`config.mk`:
```
export PLATFORM = sky130hd
export DESIGN_NAME = power_mgmt_control
export DESIGN_NICKNAME = d
export VERILOG_FILES = /design/src/inc/pm_ctl_pkg.sv /design/src/logic/mac_reset_release.sv /design/src/logic/power_mgmt_control.sv
export VERILOG_INCLUDE_DIRS = /design/src /design/src/inc
export SDC_FILE = /design/constraint.sdc
export NUM_CORES = 1
export LEC_CHECK = 0
export BUFFER_PORTS_ARGS = -buffer_cell sky130_fd_sc_hd__clkbuf_2
export CAP_MARGIN = 10
export CORE_ASPECT_RATIO = 0.75
export CORE_MARGIN = 2
export CORE_UTILIZATION = 44
export CTS_CLUSTER_SIZE = 20
export DETAILED_ROUTE_END_ITERATION = 10
export GPL_TIMING_DRIVEN = 0
export HOLD_SLACK_MARGIN = 0.05
export PLACE_DENSITY = 0.82
export REMOVE_ABC_BUFFERS = 1
export SLEW_MARGIN = 10
export SYNTH_ARGS = -nofsm -noshare
export SYNTH_HDL_FRONTEND = slang
export SYNTH_SLANG_ARGS = --single-unit
export TNS_END_PERCENT = 100
```
`constraint.sdc`:
```
create_clock -name aclk -period 2.05 [get_ports aclk]
set_input_delay 0.205 -clock aclk [delete_from_list [all_inputs] [get_ports aclk]]
set_output_delay 0.205 -clock aclk [all_outputs]
set_load 0.005 [all_outputs]
```
`src/inc/pm_ctl_params.svh`:
```
// Offsets, field positions, reset values and codes of the power control block
`ifndef PM_CTL_PARAMS_SVH
`define PM_CTL_PARAMS_SVH

`define PMC_ADDR_W 12
`define PMC_OFFSET 12'h014
`define PMC_WORD_LSB 2

`define RESP_OKAY 2'h0
`define RESP_SLVERR 2'h2

`define BIT_KEEP_ALIVE 14
`define BIT_EE_WAKE_EN 13
`define BIT_EE_WAKE_STS 12
`define BIT_MAC_RESET 11
`define BIT_RES_CLR_STS 9
`define BIT_RES_CLR_EN 8
`define BIT_READY 7
`define FLD_SUSP_HI 6
`define FLD_SUSP_LO 5
`define FLD_CAUSE_HI 1
`define FLD_CAUSE_LO 0

`define RST_KEEP_ALIVE 1'h1
`define RST_EE_WAKE_EN 1'h0
`define RST_EE_WAKE_STS 1'h0
`define RST_MAC_RESET 1'h0
`define RST_RES_CLR_STS 1'h0
`define RST_RES_CLR_EN 1'h1
`define RST_SUSP_MODE 2'h2
`define RST_CAUSE 2'h0

`define STATE_0 2'h0
`define STATE_1 2'h1
`define STATE_2 2'h2

`define CAUSE_FRAME_BIT 1

`endif

```
`src/inc/pm_ctl_pkg.sv`:
```
// Types shared by the power management control block
package pm_ctl_pkg;

	typedef enum logic [0:0] {
		WR_COLLECT = 1'b0,
		WR_RESPOND = 1'b1
	} wr_phase_t;

	typedef struct packed {
		logic keep_alive;
		logic keep_alive_image;
		logic ee_wake_en;
		logic ee_wake_sts;
		logic mac_reset;
		logic res_clr_sts;
		logic res_clr_en;
		logic ready;
		logic [1:0] susp_mode;
		logic [1:0] cause;
		logic clr_wake_sts;
		logic clr_wake_en;
		logic ee_wake_qualified;
		logic crystal_stop_allowed;
		logic [1:0] eff_state;
	} ctl_t;

	typedef struct packed {
		wr_phase_t wr_phase;
		logic aw_rdy;
		logic w_rdy;
		logic aw_held;
		logic w_held;
		logic [11:0] aw_addr;
		logic [31:0] w_data;
		logic [3:0] w_strb;
		logic bvalid;
		logic [1:0] bresp;
		logic ar_rdy;
		logic rvalid;
		logic [31:0] rdata;
		logic [1:0] rresp;
	} bus_t;

	typedef struct packed {
		ctl_t ctl;
		bus_t bus;
	} state_t;

endpackage : pm_ctl_pkg

```
`src/logic/mac_reset_release.sv`:
```
// Holds one MAC clock domain in reset and releases it only with its clock up
`timescale 1ns/10ps
module mac_reset_release (
	input wire logic aclk,
	input wire logic aresetn,
	input wire logic hold,
	input wire logic clk_running,
	output logic domain_reset
);

	logic reset_reg;
	logic reset_next;

	// Release waits for a running clock so the domain sees a clean edge
	always_comb begin
		reset_next = hold | ~clk_running;
	end

	always_ff @(posedge aclk) begin
		if (!aresetn) begin
			reset_reg <= 1'b1;
		end else begin
			reset_reg <= reset_next;
		end
	end

	assign domain_reset = reset_reg;

endmodule : mac_reset_release

```
`src/logic/power_mgmt_control.sv`:
```
// Power management control register with AXI4-Lite access and resume policy
// Behaviour
// - Keep-alive bit stops crystal from ever suspending
// - Enable qualifies energy-efficient status as wake event
// - Remote resume clears enable when enables-clear set
// - Status sets on event despite write or resume clears; write one clears
// - MAC reset bit holds receive/transmit domains reset
// - Release MAC resets only with running clocks
// - Remote resume clears listed wake statuses, both registers
// - Resume also clears upper cause and energy status
// - Host resumes or bit clear leave statuses
// - Remote resume clears all wake enables by default
// - Ready low during PHY reset and loading
// - Two-bit mode selects state; resets to two
// - Entering unconfigured state forces mode to two
// - States zero and one behave identically
// - Keep-alive bit is covered by reset protection
// - Protected fields survive all but power-on reset
// - Keep-alive defaults to loaded image, else one
`timescale 1ns/10ps
`include "pm_ctl_params.svh"
module power_mgmt_control
	import pm_ctl_pkg::*;
(
	input wire logic aclk,
	input wire logic aresetn,
	input wire logic [11:0] s_axi_awaddr,
	input wire logic [2:0] s_axi_awprot,
	input wire logic s_axi_awvalid,
	output logic s_axi_awready,
	input wire logic [31:0] s_axi_wdata,
	input wire logic [3:0] s_axi_wstrb,
	input wire logic s_axi_wvalid,
	output logic s_axi_wready,
	output logic [1:0] s_axi_bresp,
	output logic s_axi_bvalid,
	input wire logic s_axi_bready,
	input wire logic [11:0] s_axi_araddr,
	input wire logic [2:0] s_axi_arprot,
	input wire logic s_axi_arvalid,
	output logic s_axi_arready,
	output logic [31:0] s_axi_rdata,
	output logic [1:0] s_axi_rresp,
	output logic s_axi_rvalid,
	input wire logic s_axi_rready,
	input wire logic usb_reset,
	input wire logic lite_reset,
	input wire logic reset_protect,
	input wire logic config_loading,
	input wire logic config_load_done,
	input wire logic config_image_present,
	input wire logic config_keep_alive,
	input wire logic phy_reset_busy,
	input wire logic enter_unconfigured,
	input wire logic resume_done,
	input wire logic resume_remote,
	input wire logic ee_wake_event,
	input wire logic [1:0] wake_cause_event,
	input wire logic rx_clk_running,
	input wire logic tx_clk_running,
	output logic crystal_stop_allowed,
	output logic ee_wake_qualified,
	output logic [1:0] suspend_state,
	output logic clear_wake_status,
	output logic clear_wake_enables,
	output logic mac_rx_reset,
	output logic mac_tx_reset
);

	state_t state_reg;
	state_t state_next;

	// True when a byte address hits the control word
	function automatic logic hits_reg(input logic [11:0] addr);
		hits_reg = ((addr >> `PMC_WORD_LSB) ==
			(`PMC_OFFSET >> `PMC_WORD_LSB));
	endfunction : hits_reg

	// Expands byte strobes to a bit mask
	function automatic logic [31:0] strobe_mask(input logic [3:0] strb);
		strobe_mask = {{8{strb[3]}}, {8{strb[2]}},
			{8{strb[1]}}, {8{strb[0]}}};
	endfunction : strobe_mask

	// Assembles the register image seen by a read
	function automatic logic [31:0] read_image(input ctl_t c);
		logic [31:0] v;
		v = 32'h0000_0000;
		v[`BIT_KEEP_ALIVE] = c.keep_alive;
		v[`BIT_EE_WAKE_EN] = c.ee_wake_en;
		v[`BIT_EE_WAKE_STS] = c.ee_wake_sts;
		v[`BIT_MAC_RESET] = c.mac_reset;
		v[`BIT_RES_CLR_STS] = c.res_clr_sts;
		v[`BIT_RES_CLR_EN] = c.res_clr_en;
		v[`BIT_READY] = c.ready;
		v[`FLD_SUSP_HI:`FLD_SUSP_LO] = c.susp_mode;
		v[`FLD_CAUSE_HI:`FLD_CAUSE_LO] = c.cause;
		read_image = v;
	endfunction : read_image

	always_comb begin
		logic do_write;
		logic [31:0] wmask;
		logic [31:0] wdat;
		logic remote_resume;
		logic soft_reset;
		logic [1:0] mode;
		do_write = 1'b0;
		wmask = 32'h0000_0000;
		wdat = 32'h0000_0000;
		remote_resume = 1'b0;
		soft_reset = 1'b0;
		mode = 2'h0;
		state_next = state_reg;

		// Write address and data are taken in either order
		if (s_axi_awvalid && state_reg.bus.aw_rdy) begin
			state_next.bus.aw_held = 1'b1;
			state_next.bus.aw_addr = s_axi_awaddr;
			state_next.bus.aw_rdy = 1'b0;
		end
		if (s_axi_wvalid && state_reg.bus.w_rdy) begin
			state_next.bus.w_held = 1'b1;
			state_next.bus.w_data = s_axi_wdata;
			state_next.bus.w_strb = s_axi_wstrb;
			state_next.bus.w_rdy = 1'b0;
		end

		case (state_reg.bus.wr_phase)
			WR_COLLECT: begin
				if (state_reg.bus.aw_held && state_reg.bus.w_held) begin
					do_write = hits_reg(state_reg.bus.aw_addr);
					wmask = strobe_mask(state_reg.bus.w_strb);
					wdat = state_reg.bus.w_data & wmask;
					state_next.bus.aw_held = 1'b0;
					state_next.bus.w_held = 1'b0;
					state_next.bus.bvalid = 1'b1;
					state_next.bus.bresp = do_write ? `RESP_OKAY :
						`RESP_SLVERR;
					state_next.bus.wr_phase = WR_RESPOND;
				end
			end
			WR_RESPOND: begin
				if (s_axi_bready) begin
					state_next.bus.bvalid = 1'b0;
					state_next.bus.aw_rdy = 1'b1;
					state_next.bus.w_rdy = 1'b1;
					state_next.bus.wr_phase = WR_COLLECT;
				end
			end
			default: begin
				state_next.bus.wr_phase = WR_COLLECT;
			end
		endcase

		// One read at a time; data shows the register as it stands now
		if (s_axi_arvalid && state_reg.bus.ar_rdy) begin
			state_next.bus.ar_rdy = 1'b0;
			state_next.bus.rvalid = 1'b1;
			if (hits_reg(s_axi_araddr)) begin
				state_next.bus.rdata = read_image(state_reg.ctl);
				state_next.bus.rresp = `RESP_OKAY;
			end else begin
				state_next.bus.rdata = 32'h0000_0000;
				state_next.bus.rresp = `RESP_SLVERR;
			end
		end else if (state_reg.bus.rvalid && s_axi_rready) begin
			state_next.bus.rvalid = 1'b0;
			state_next.bus.ar_rdy = 1'b1;
		end

		// Loaded image for the keep-alive default; one without a source
		if (config_load_done) begin
			state_next.ctl.keep_alive_image = config_image_present ?
				config_keep_alive : `RST_KEEP_ALIVE;
		end

		// Plain read/write fields
		if (do_write) begin
			if (wmask[`BIT_KEEP_ALIVE]) begin
				state_next.ctl.keep_alive = wdat[`BIT_KEEP_ALIVE];
			end
			if (wmask[`BIT_EE_WAKE_EN]) begin
				state_next.ctl.ee_wake_en = wdat[`BIT_EE_WAKE_EN];
			end
			if (wmask[`BIT_MAC_RESET]) begin
				state_next.ctl.mac_reset = wdat[`BIT_MAC_RESET];
			end
			if (wmask[`BIT_RES_CLR_STS]) begin
				state_next.ctl.res_clr_sts = wdat[`BIT_RES_CLR_STS];
			end
			if (wmask[`BIT_RES_CLR_EN]) begin
				state_next.ctl.res_clr_en = wdat[`BIT_RES_CLR_EN];
			end
			if (wmask[`FLD_SUSP_LO]) begin
				state_next.ctl.susp_mode =
					wdat[`FLD_SUSP_HI:`FLD_SUSP_LO];
			end
			// Writing one clears a status bit
			if (wdat[`BIT_EE_WAKE_STS]) begin
				state_next.ctl.ee_wake_sts = 1'b0;
			end
			state_next.ctl.cause = state_reg.ctl.cause &
				~wdat[`FLD_CAUSE_HI:`FLD_CAUSE_LO];
		end

		// Resume policies act in the cycle the completion pulse arrives
		remote_resume = resume_done && resume_remote;
		state_next.ctl.clr_wake_sts = remote_resume &&
			state_reg.ctl.res_clr_sts;
		state_next.ctl.clr_wake_en = remote_resume &&
			state_reg.ctl.res_clr_en;
		if (remote_resume && state_reg.ctl.res_clr_sts) begin
			state_next.ctl.ee_wake_sts = 1'b0;
			state_next.ctl.cause[`CAUSE_FRAME_BIT] = 1'b0;
		end
		if (remote_resume && state_reg.ctl.res_clr_en) begin
			state_next.ctl.ee_wake_en = 1'b0;
		end

		// Hardware sets come after the write and resume clears so those never lose an event
		if (ee_wake_event) begin
			state_next.ctl.ee_wake_sts = 1'b1;
		end
		state_next.ctl.cause = state_next.ctl.cause | wake_cause_event;

		if (enter_unconfigured) begin
			state_next.ctl.susp_mode = `RST_SUSP_MODE;
		end

		// USB and lite resets restore defaults; protection spares keep-alive
		soft_reset = usb_reset || lite_reset;
		if (soft_reset) begin
			if (!reset_protect) begin
				state_next.ctl.keep_alive =
					state_reg.ctl.keep_alive_image;
			end
			state_next.ctl.ee_wake_en = `RST_EE_WAKE_EN;
			state_next.ctl.ee_wake_sts = `RST_EE_WAKE_STS;
			state_next.ctl.mac_reset = `RST_MAC_RESET;
			state_next.ctl.res_clr_sts = `RST_RES_CLR_STS;
			state_next.ctl.res_clr_en = `RST_RES_CLR_EN;
			state_next.ctl.susp_mode = `RST_SUSP_MODE;
			state_next.ctl.cause = `RST_CAUSE;
		end

		state_next.ctl.ready = !phy_reset_busy && !config_loading;

		// Outputs follow the stored fields one cycle later
		state_next.ctl.crystal_stop_allowed =
			!state_reg.ctl.keep_alive;
		state_next.ctl.ee_wake_qualified = state_reg.ctl.ee_wake_en &&
			state_reg.ctl.ee_wake_sts;
		mode = state_reg.ctl.susp_mode;
		// The second shallow code collapses onto the first state
		state_next.ctl.eff_state = (mode == `STATE_1) ? `STATE_0 : mode;
	end

	always_ff @(posedge aclk) begin
		if (!aresetn) begin
			state_reg.ctl.keep_alive <= `RST_KEEP_ALIVE;
			state_reg.ctl.keep_alive_image <= `RST_KEEP_ALIVE;
			state_reg.ctl.ee_wake_en <= `RST_EE_WAKE_EN;
			state_reg.ctl.ee_wake_sts <= `RST_EE_WAKE_STS;
			state_reg.ctl.mac_reset <= `RST_MAC_RESET;
			state_reg.ctl.res_clr_sts <= `RST_RES_CLR_STS;
			state_reg.ctl.res_clr_en <= `RST_RES_CLR_EN;
			state_reg.ctl.ready <= 1'b0;
			state_reg.ctl.susp_mode <= `RST_SUSP_MODE;
			state_reg.ctl.cause <= `RST_CAUSE;
			state_reg.ctl.clr_wake_sts <= 1'b0;
			state_reg.ctl.clr_wake_en <= 1'b0;
			state_reg.ctl.ee_wake_qualified <= 1'b0;
			state_reg.ctl.crystal_stop_allowed <= 1'b0;
			state_reg.ctl.eff_state <= `STATE_2;
			state_reg.bus.wr_phase <= WR_COLLECT;
			state_reg.bus.aw_rdy <= 1'b1;
			state_reg.bus.w_rdy <= 1'b1;
			state_reg.bus.aw_held <= 1'b0;
			state_reg.bus.w_held <= 1'b0;
			state_reg.bus.aw_addr <= 12'h000;
			state_reg.bus.w_data <= 32'h0000_0000;
			state_reg.bus.w_strb <= 4'h0;
			state_reg.bus.bvalid <= 1'b0;
			state_reg.bus.bresp <= `RESP_OKAY;
			state_reg.bus.ar_rdy <= 1'b1;
			state_reg.bus.rvalid <= 1'b0;
			state_reg.bus.rdata <= 32'h0000_0000;
			state_reg.bus.rresp <= `RESP_OKAY;
		end else begin
			state_reg <= state_next;
		end
	end

	mac_reset_release rx_release (
		.aclk(aclk),
		.aresetn(aresetn),
		.hold(state_reg.ctl.mac_reset),
		.clk_running(rx_clk_running),
		.domain_reset(mac_rx_reset)
	);

	mac_reset_release tx_release (
		.aclk(aclk),
		.aresetn(aresetn),
		.hold(state_reg.ctl.mac_reset),
		.clk_running(tx_clk_running),
		.domain_reset(mac_tx_reset)
	);

	assign s_axi_awready = state_reg.bus.aw_rdy;
	assign s_axi_wready = state_reg.bus.w_rdy;
	assign s_axi_bvalid = state_reg.bus.bvalid;
	assign s_axi_bresp = state_reg.bus.bresp;
	assign s_axi_arready = state_reg.bus.ar_rdy;
	assign s_axi_rvalid = state_reg.bus.rvalid;
	assign s_axi_rdata = state_reg.bus.rdata;
	assign s_axi_rresp = state_reg.bus.rresp;
	assign crystal_stop_allowed = state_reg.ctl.crystal_stop_allowed;
	assign ee_wake_qualified = state_reg.ctl.ee_wake_qualified;
	assign suspend_state = state_reg.ctl.eff_state;
	assign clear_wake_status = state_reg.ctl.clr_wake_sts;
	assign clear_wake_enables = state_reg.ctl.clr_wake_en;

endmodule : power_mgmt_control

```
-- Word level (Yosys, flattened, before mapping)
Index checks and enable logic that the tools add are counted.
- register bits: 93
- output and inout port bits: 49
- equality and inequality tests: 5
- multiplexer cells: 38
- bitwise gates (word level): 10
- reductions and logical operators: 29
- operators with widths (operator ; number):
    $mux W15 ; 4
    $eq A10 B3 Y1 const B ; 2
    $mux W1 ; 20
    $mux W17 ; 1
    $mux W2 ; 8
    $reduce_and A2 Y1 ; 8
    $and A15 B15 Y15 ; 1
    $logic_and A1 B1 Y1 ; 10
    $mux W3 ; 2
    $reduce_bool A3 Y1 ; 2
    $reduce_or A3 Y1 ; 2
    $mux W4 ; 1
    $ne A2 B2 Y1 const B ; 2
    $not A1 Y1 ; 4
    $pmux W1 S2 ; 2
    $reduce_or A2 Y1 ; 2
    $logic_not A1 Y1 ; 3
    $and A2 B2 Y2 ; 1
    $eq A2 B1 Y1 const B ; 1
    $not A2 Y2 ; 1
    $or A1 B1 Y1 ; 2
    $or A2 B2 Y2 ; 1
    $reduce_bool A2 Y1 ; 1
    $logic_or A1 B1 Y1 ; 1

-- Longest topological paths before layout
- depth after elaboration: 8
- mapped depth: 5
- gate-level depth less buffers: 4

-- Hierarchy
Synthesis repeated with hierarchy kept, for this count alone.
- cells, all modules: 287
- area, all modules: 2513.7 um^2
- by module, submodules not included (module ; times used ; cells an instance ; area an instance (um^2) ; sequential area each (um^2)):
    power_mgmt_control ; 1 ; 283 ; 2458.6 ; 1221.2
    mac_reset_release ; 2 ; 2 ; 27.5 ; 20.0

-- Worst setup path after synthesis
OpenSTA, ideal clock, no wires.
- path kind: flip-flop to flip-flop
- start: register state_reg[84] (netlist name)
- end: register state_reg[107] (netlist name)
- setup time: 0.116 ns
- data arrival time: 1.768 ns
- data required time: 1.934 ns
- path slack: 0.166 ns
- cell stages (with the launch flop): 5
- path through: dfxtp_1 or4b_4 nor4_4 mux2_4 and3_1
- longest elaborated chain between the ends: 4
- RTL lines (what ; RTL line ; text):
    start, declared ; power_mgmt_control.sv:70 ; state_t state_reg;
    $eq A10 B3 Y1 ; power_mgmt_control.sv:75 ; hits_reg = ((addr >> `PMC_WORD_LSB) ==
    $mux W1 ; power_mgmt_control.sv:131 ; if (state_reg.bus.aw_held && state_reg.bus.w_held) begin
    $mux W1 ; power_mgmt_control.sv:129 ; case (state_reg.bus.wr_phase)
    $reduce_and A2 Y1 (no line) ; - ;
No other way between the ends.
A chain may end at the register's enable or synchronous reset.

-- Final worst setup path
- start: register state_reg[86] (netlist name)
- end: register state_reg[107] (netlist name)
Same word-level chain as after synthesis.

==> flow_results.xml <==
<?xml version="1.0" encoding="UTF-8"?>
<metrics>
  <group name="logic_synthesis">
    <metric name="yosysUniqueCellTypes" unit="">30</metric>
    <metric name="ys_warn_count" unit="">0</metric>
    <metric name="postSynth.topFlopCell" unit="">sky130_fd_sc_hd__dfxtp_1</metric>
    <metric name="syn_area" unit="sq mm">0.00251</metric>
    <metric name="synth_edf_count" unit="">0</metric>
    <metric name="syn_avg_cell_area" unit="sq um">8.72</metric>
    <metric name="synth_seq_area_share" unit="%">50.2</metric>
    <metric name="synthesized_instance_count" unit="">288</metric>
    <metric name="synth-async-reset-ratio" unit="%">0</metric>
    <metric name="ys_seq_elements" unit="">63</metric>
  </group>
  <group name="floorplanning">
    <metric name="die_area" unit="sq mm">0.00633</metric>
    <metric name="die_height" unit="um">69.4</metric>
    <metric name="core_area" unit="sq mm">0.00541</metric>
    <metric name="top_level_ports" unit="">138</metric>
    <metric name="initial_core_util" unit="%">46.4</metric>
    <metric name="die_x" unit="um">91.2</metric>
    <metric name="rows" unit="">23</metric>
  </group>
  <group name="global_routing">
    <metric name="grt_start_max_net_pins" unit="">46</metric>
    <metric name="grt_usage" unit="%">17.8</metric>
    <metric name="aggregate_global_routing_overflow" unit="">0</metric>
    <metric name="grt_pass1_wl" unit="mm">8.79</metric>
    <metric name="first_global_vias" unit="">1956</metric>
    <metric name="initial_antenna_violation_count" unit="">0</metric>
  </group>
  <group name="sta">
    <metric name="final.hold.worst_slack" unit="ns">0.0660</metric>
    <metric name="max-slew-margin-rel" unit="%">50.5</metric>
    <metric name="timing_hold_violations_final" unit="">0</metric>
    <metric name="fin_crit_sh" unit="%">92.9</metric>
    <metric name="worstMarginPinSlew" unit="ns">0.741</metric>
    <metric name="timing.final.max_slew_violations" unit="">0</metric>
    <metric name="final_critical_path_setup_slack" unit="ns">0.146</metric>
    <metric name="finalSetupViolCount" unit="">0</metric>
    <metric name="timing_limited_maximum_frequency" unit="GHz">0.525</metric>
    <metric name="fin_crit" unit="ns">1.90</metric>
    <metric name="rsz_0062_raised_after_global_routing" unit="">false</metric>
    <metric name="timing.clock.skew" unit="ns">0.00897</metric>
  </group>
  <group name="final_layout">
    <metric name="finalNonFillerCells" unit="">440</metric>
    <metric name="stdcell_area" unit="sq mm">0.00304</metric>
    <metric name="final_cell_mix" unit="">sky130_fd_sc_hd__clkbuf_2, sky130_fd_sc_hd__dfxtp_1, sky130_fd_sc_hd__nand2_1, sky130_fd_sc_hd__nor2_1, sky130_fd_sc_hd__a21oi_1</metric>
    <metric name="flip_flop_count_of_the_largest_register_after_layout" unit="">37</metric>
    <metric name="most_common_cell_after_layout_fill_and_taps_aside" unit="">sky130_fd_sc_hd__clkbuf_2</metric>
    <metric name="finalNetCount" unit="">449</metric>
    <metric name="final_layout_size_suffix_gt1_share" unit="%">28.2</metric>
    <metric name="antenna_cells" unit="">0</metric>
    <metric name="finalCoreUtilization" unit="%">56.2</metric>
    <metric name="flow.area_growth_from_synthesis" unit="%">21.0</metric>
    <metric name="fillers" unit="">497</metric>
  </group>
  <group name="worst_setup_path">
    <metric name="worst-endpoint-required" unit="ns">2.29</metric>
    <metric name="worst-setup-path-type" unit="">reg2reg</metric>
    <metric name="crit_chain" unit="">or4_4 &gt; nor4_4 &gt; mux2_4 &gt; and3_1</metric>
    <metric name="critPathMaxFanout" unit="">4</metric>
    <metric name="signal_arrival_time_at_the_worst_endpoint" unit="ns">2.14</metric>
    <metric name="max_stage_delay" unit="ns">0.57</metric>
    <metric name="worst_setup_sp_type" unit="">flop</metric>
    <metric name="crit_slowest_cell" unit="">sky130_fd_sc_hd__or4_4</metric>
    <metric name="end_kind" unit="">flop</metric>
  </group>
  <group name="flow_run">
    <metric name="timing.max_cap.violations" unit="">0</metric>
  </group>
  <group name="clock_network">
    <metric name="htreeDepth" unit="">3</metric>
    <metric name="clock_latency" unit="ns">0.34</metric>
    <metric name="clk_pin_slew_worst_paths" unit="ns">0.07</metric>
    <metric name="ctsLongestPathBuffers" unit="">2</metric>
    <metric name="clock-root-buffer" unit="">sky130_fd_sc_hd__clkbuf_8</metric>
    <metric name="tritoncts.num_buffers" unit="">9</metric>
    <metric name="cts_tree" unit="">yes</metric>
    <metric name="cts.sinks" unit="">63</metric>
  </group>
  <group name="detailed_routing">
    <metric name="wl_per_cell" unit="um">12.2</metric>
    <metric name="drc" unit="">0</metric>
    <metric name="wirelength" unit="mm">5.35</metric>
    <metric name="vias_per_cell" unit="">4.67</metric>
    <metric name="number_of_detailed_routing_iterations_run_before_antenna_repair" unit="">4</metric>
    <metric name="antenna_left" unit="">0</metric>
    <metric name="detail_route.iter0.violations" unit="">57</metric>
    <metric name="vias" unit="">2053</metric>
  </group>
  <group name="outcome">
    <metric name="run_status" unit="">finished clean</metric>
  </group>
  <group name="pwr">
    <metric name="p_leak" unit="nW">1.36</metric>
    <metric name="power.density" unit="mW/mm^2">843</metric>
    <metric name="vdd.ir_drop.worst" unit="uV">525</metric>
  </group>
  <group name="min_path">
    <metric name="worstHoldPathType" unit="">in2reg</metric>
  </group>
  <group name="placed_design">
    <metric name="minimum_setup_slack_after_placement" unit="ns">-0.00992</metric>
    <metric name="gpl_wtd_cong" unit="">0.759</metric>
    <metric name="dpl-instance-area" unit="sq mm">0.00277</metric>
    <metric name="hpwlAfterDp" unit="mm">3.84</metric>
    <metric name="placement.io_buffers" unit="">80</metric>
    <metric name="dp.cells" unit="">417</metric>
  </group>
</metrics>
cells in the mapped netlist (all sizes together), types with 2 or more instances:
cell type	instances	area (sq um)
nor2	28	105
o21ai	6	30.0
and2	3	18.8
nor3	3	15.0
nand2	56	210
and3	4	25.0
dfxtp	63	1260
inv	4	15.0
nand2b	4	25.0
buf	38	285
nand3	3	15.0
a21boi	2	15.0
nor4	5	52.6
a22oi	11	82.6
a21oi	26	130
mux2i	3	30.0
a31oi	3	18.8
nand3b	4	30.0
o21a	5	37.5
clkbuf	10	37.5
kinds of logic after synthesis:
| logic type | Yosys count | synth area share [%] |
|---|---|---|
| buffers and inverters | 52 | 13.5 |
| flip-flops | 63 | 50.2 |
| multiplexers | 4 | 1.79 |
| AO/OA/AOI/OAI | 53 | 12.5 |
| AND/OR/NAND/NOR | 115 | 21.9 |
| other | 1 | 0.149 |
layer usage:
metal	up-vias	share of wire, %	GRT usage, %
met5	-	0	0
met4	0	0.54	5.05
met3	2	7.9	8.48
met2	70	44	28.9
met1	928	47	21.1
li1	1053	-	-
layout make-up:
cell class                 count  area [sq um]  share of cell area [%]
sequential                    63          1260                    41.5
inverter                       4          15.0                   0.494
tap                           75          93.8                    3.09
clock buffer                  11           141                    4.65
multi-input combinational    195          1000                    33.0
clock inverter                 5          57.6                    1.89
timing repair buffer          87           465                    15.3
critical path: cells and delay by family, from the launching register on:
kind,cells,cell delay [ns]
and+or+nand+nor,3,1.15
muxes,1,0.33
DFF,1,0.32
repair_timing:
item | CTS | global route
endpoints found under the hold margin | 4 | 0
buffers inserted | 2 | 0
resized for setup | 0 | 1
hold buffers | 5 | 0
endpoints found under the setup margin | 1 | 5
pin swaps | 1 | 0
stage by stage:
stage               TNS [ns]  power [mW]
floorplan                  0        1.42
global placement           0        1.52
detailed placement  -0.00992        1.52
CTS                        0        2.59
global route               0        2.68
finish                     0        2.56
report_power, final:
part	switching [mW]	leakage [nW]	internal, mW	total (mW)
clock network	0.465	0.0916	0.592	1.06
registers	0.0280	0.515	1.27	1.30
logic	0.117	0.758	0.0909	0.208
total	0.610	1.36	1.95	2.56
path summary, 6_finish.rpt:
| path | end | slack (ns) | start | cells after the start |
|---|---|---|---|---|
| max | state_reg[107]$_SDFFE_PP0P_ | 0.15 | state_reg[86]$_SDFFE_PN0P_ | 4 |
| min | s_axi_awready$_SDFF_PN1_ | 0.07 | s_axi_awvalid | 2 |
| max reg2reg | state_reg[107]$_SDFFE_PP0P_ | 0.15 | state_reg[86]$_SDFFE_PN0P_ | 4 |
| min reg2reg | state_reg[77]$_SDFFE_PN0P_ | 0.45 | state_reg[77]$_SDFFE_PN0P_ | 2 |
Power figures use the tool's default switching activity.
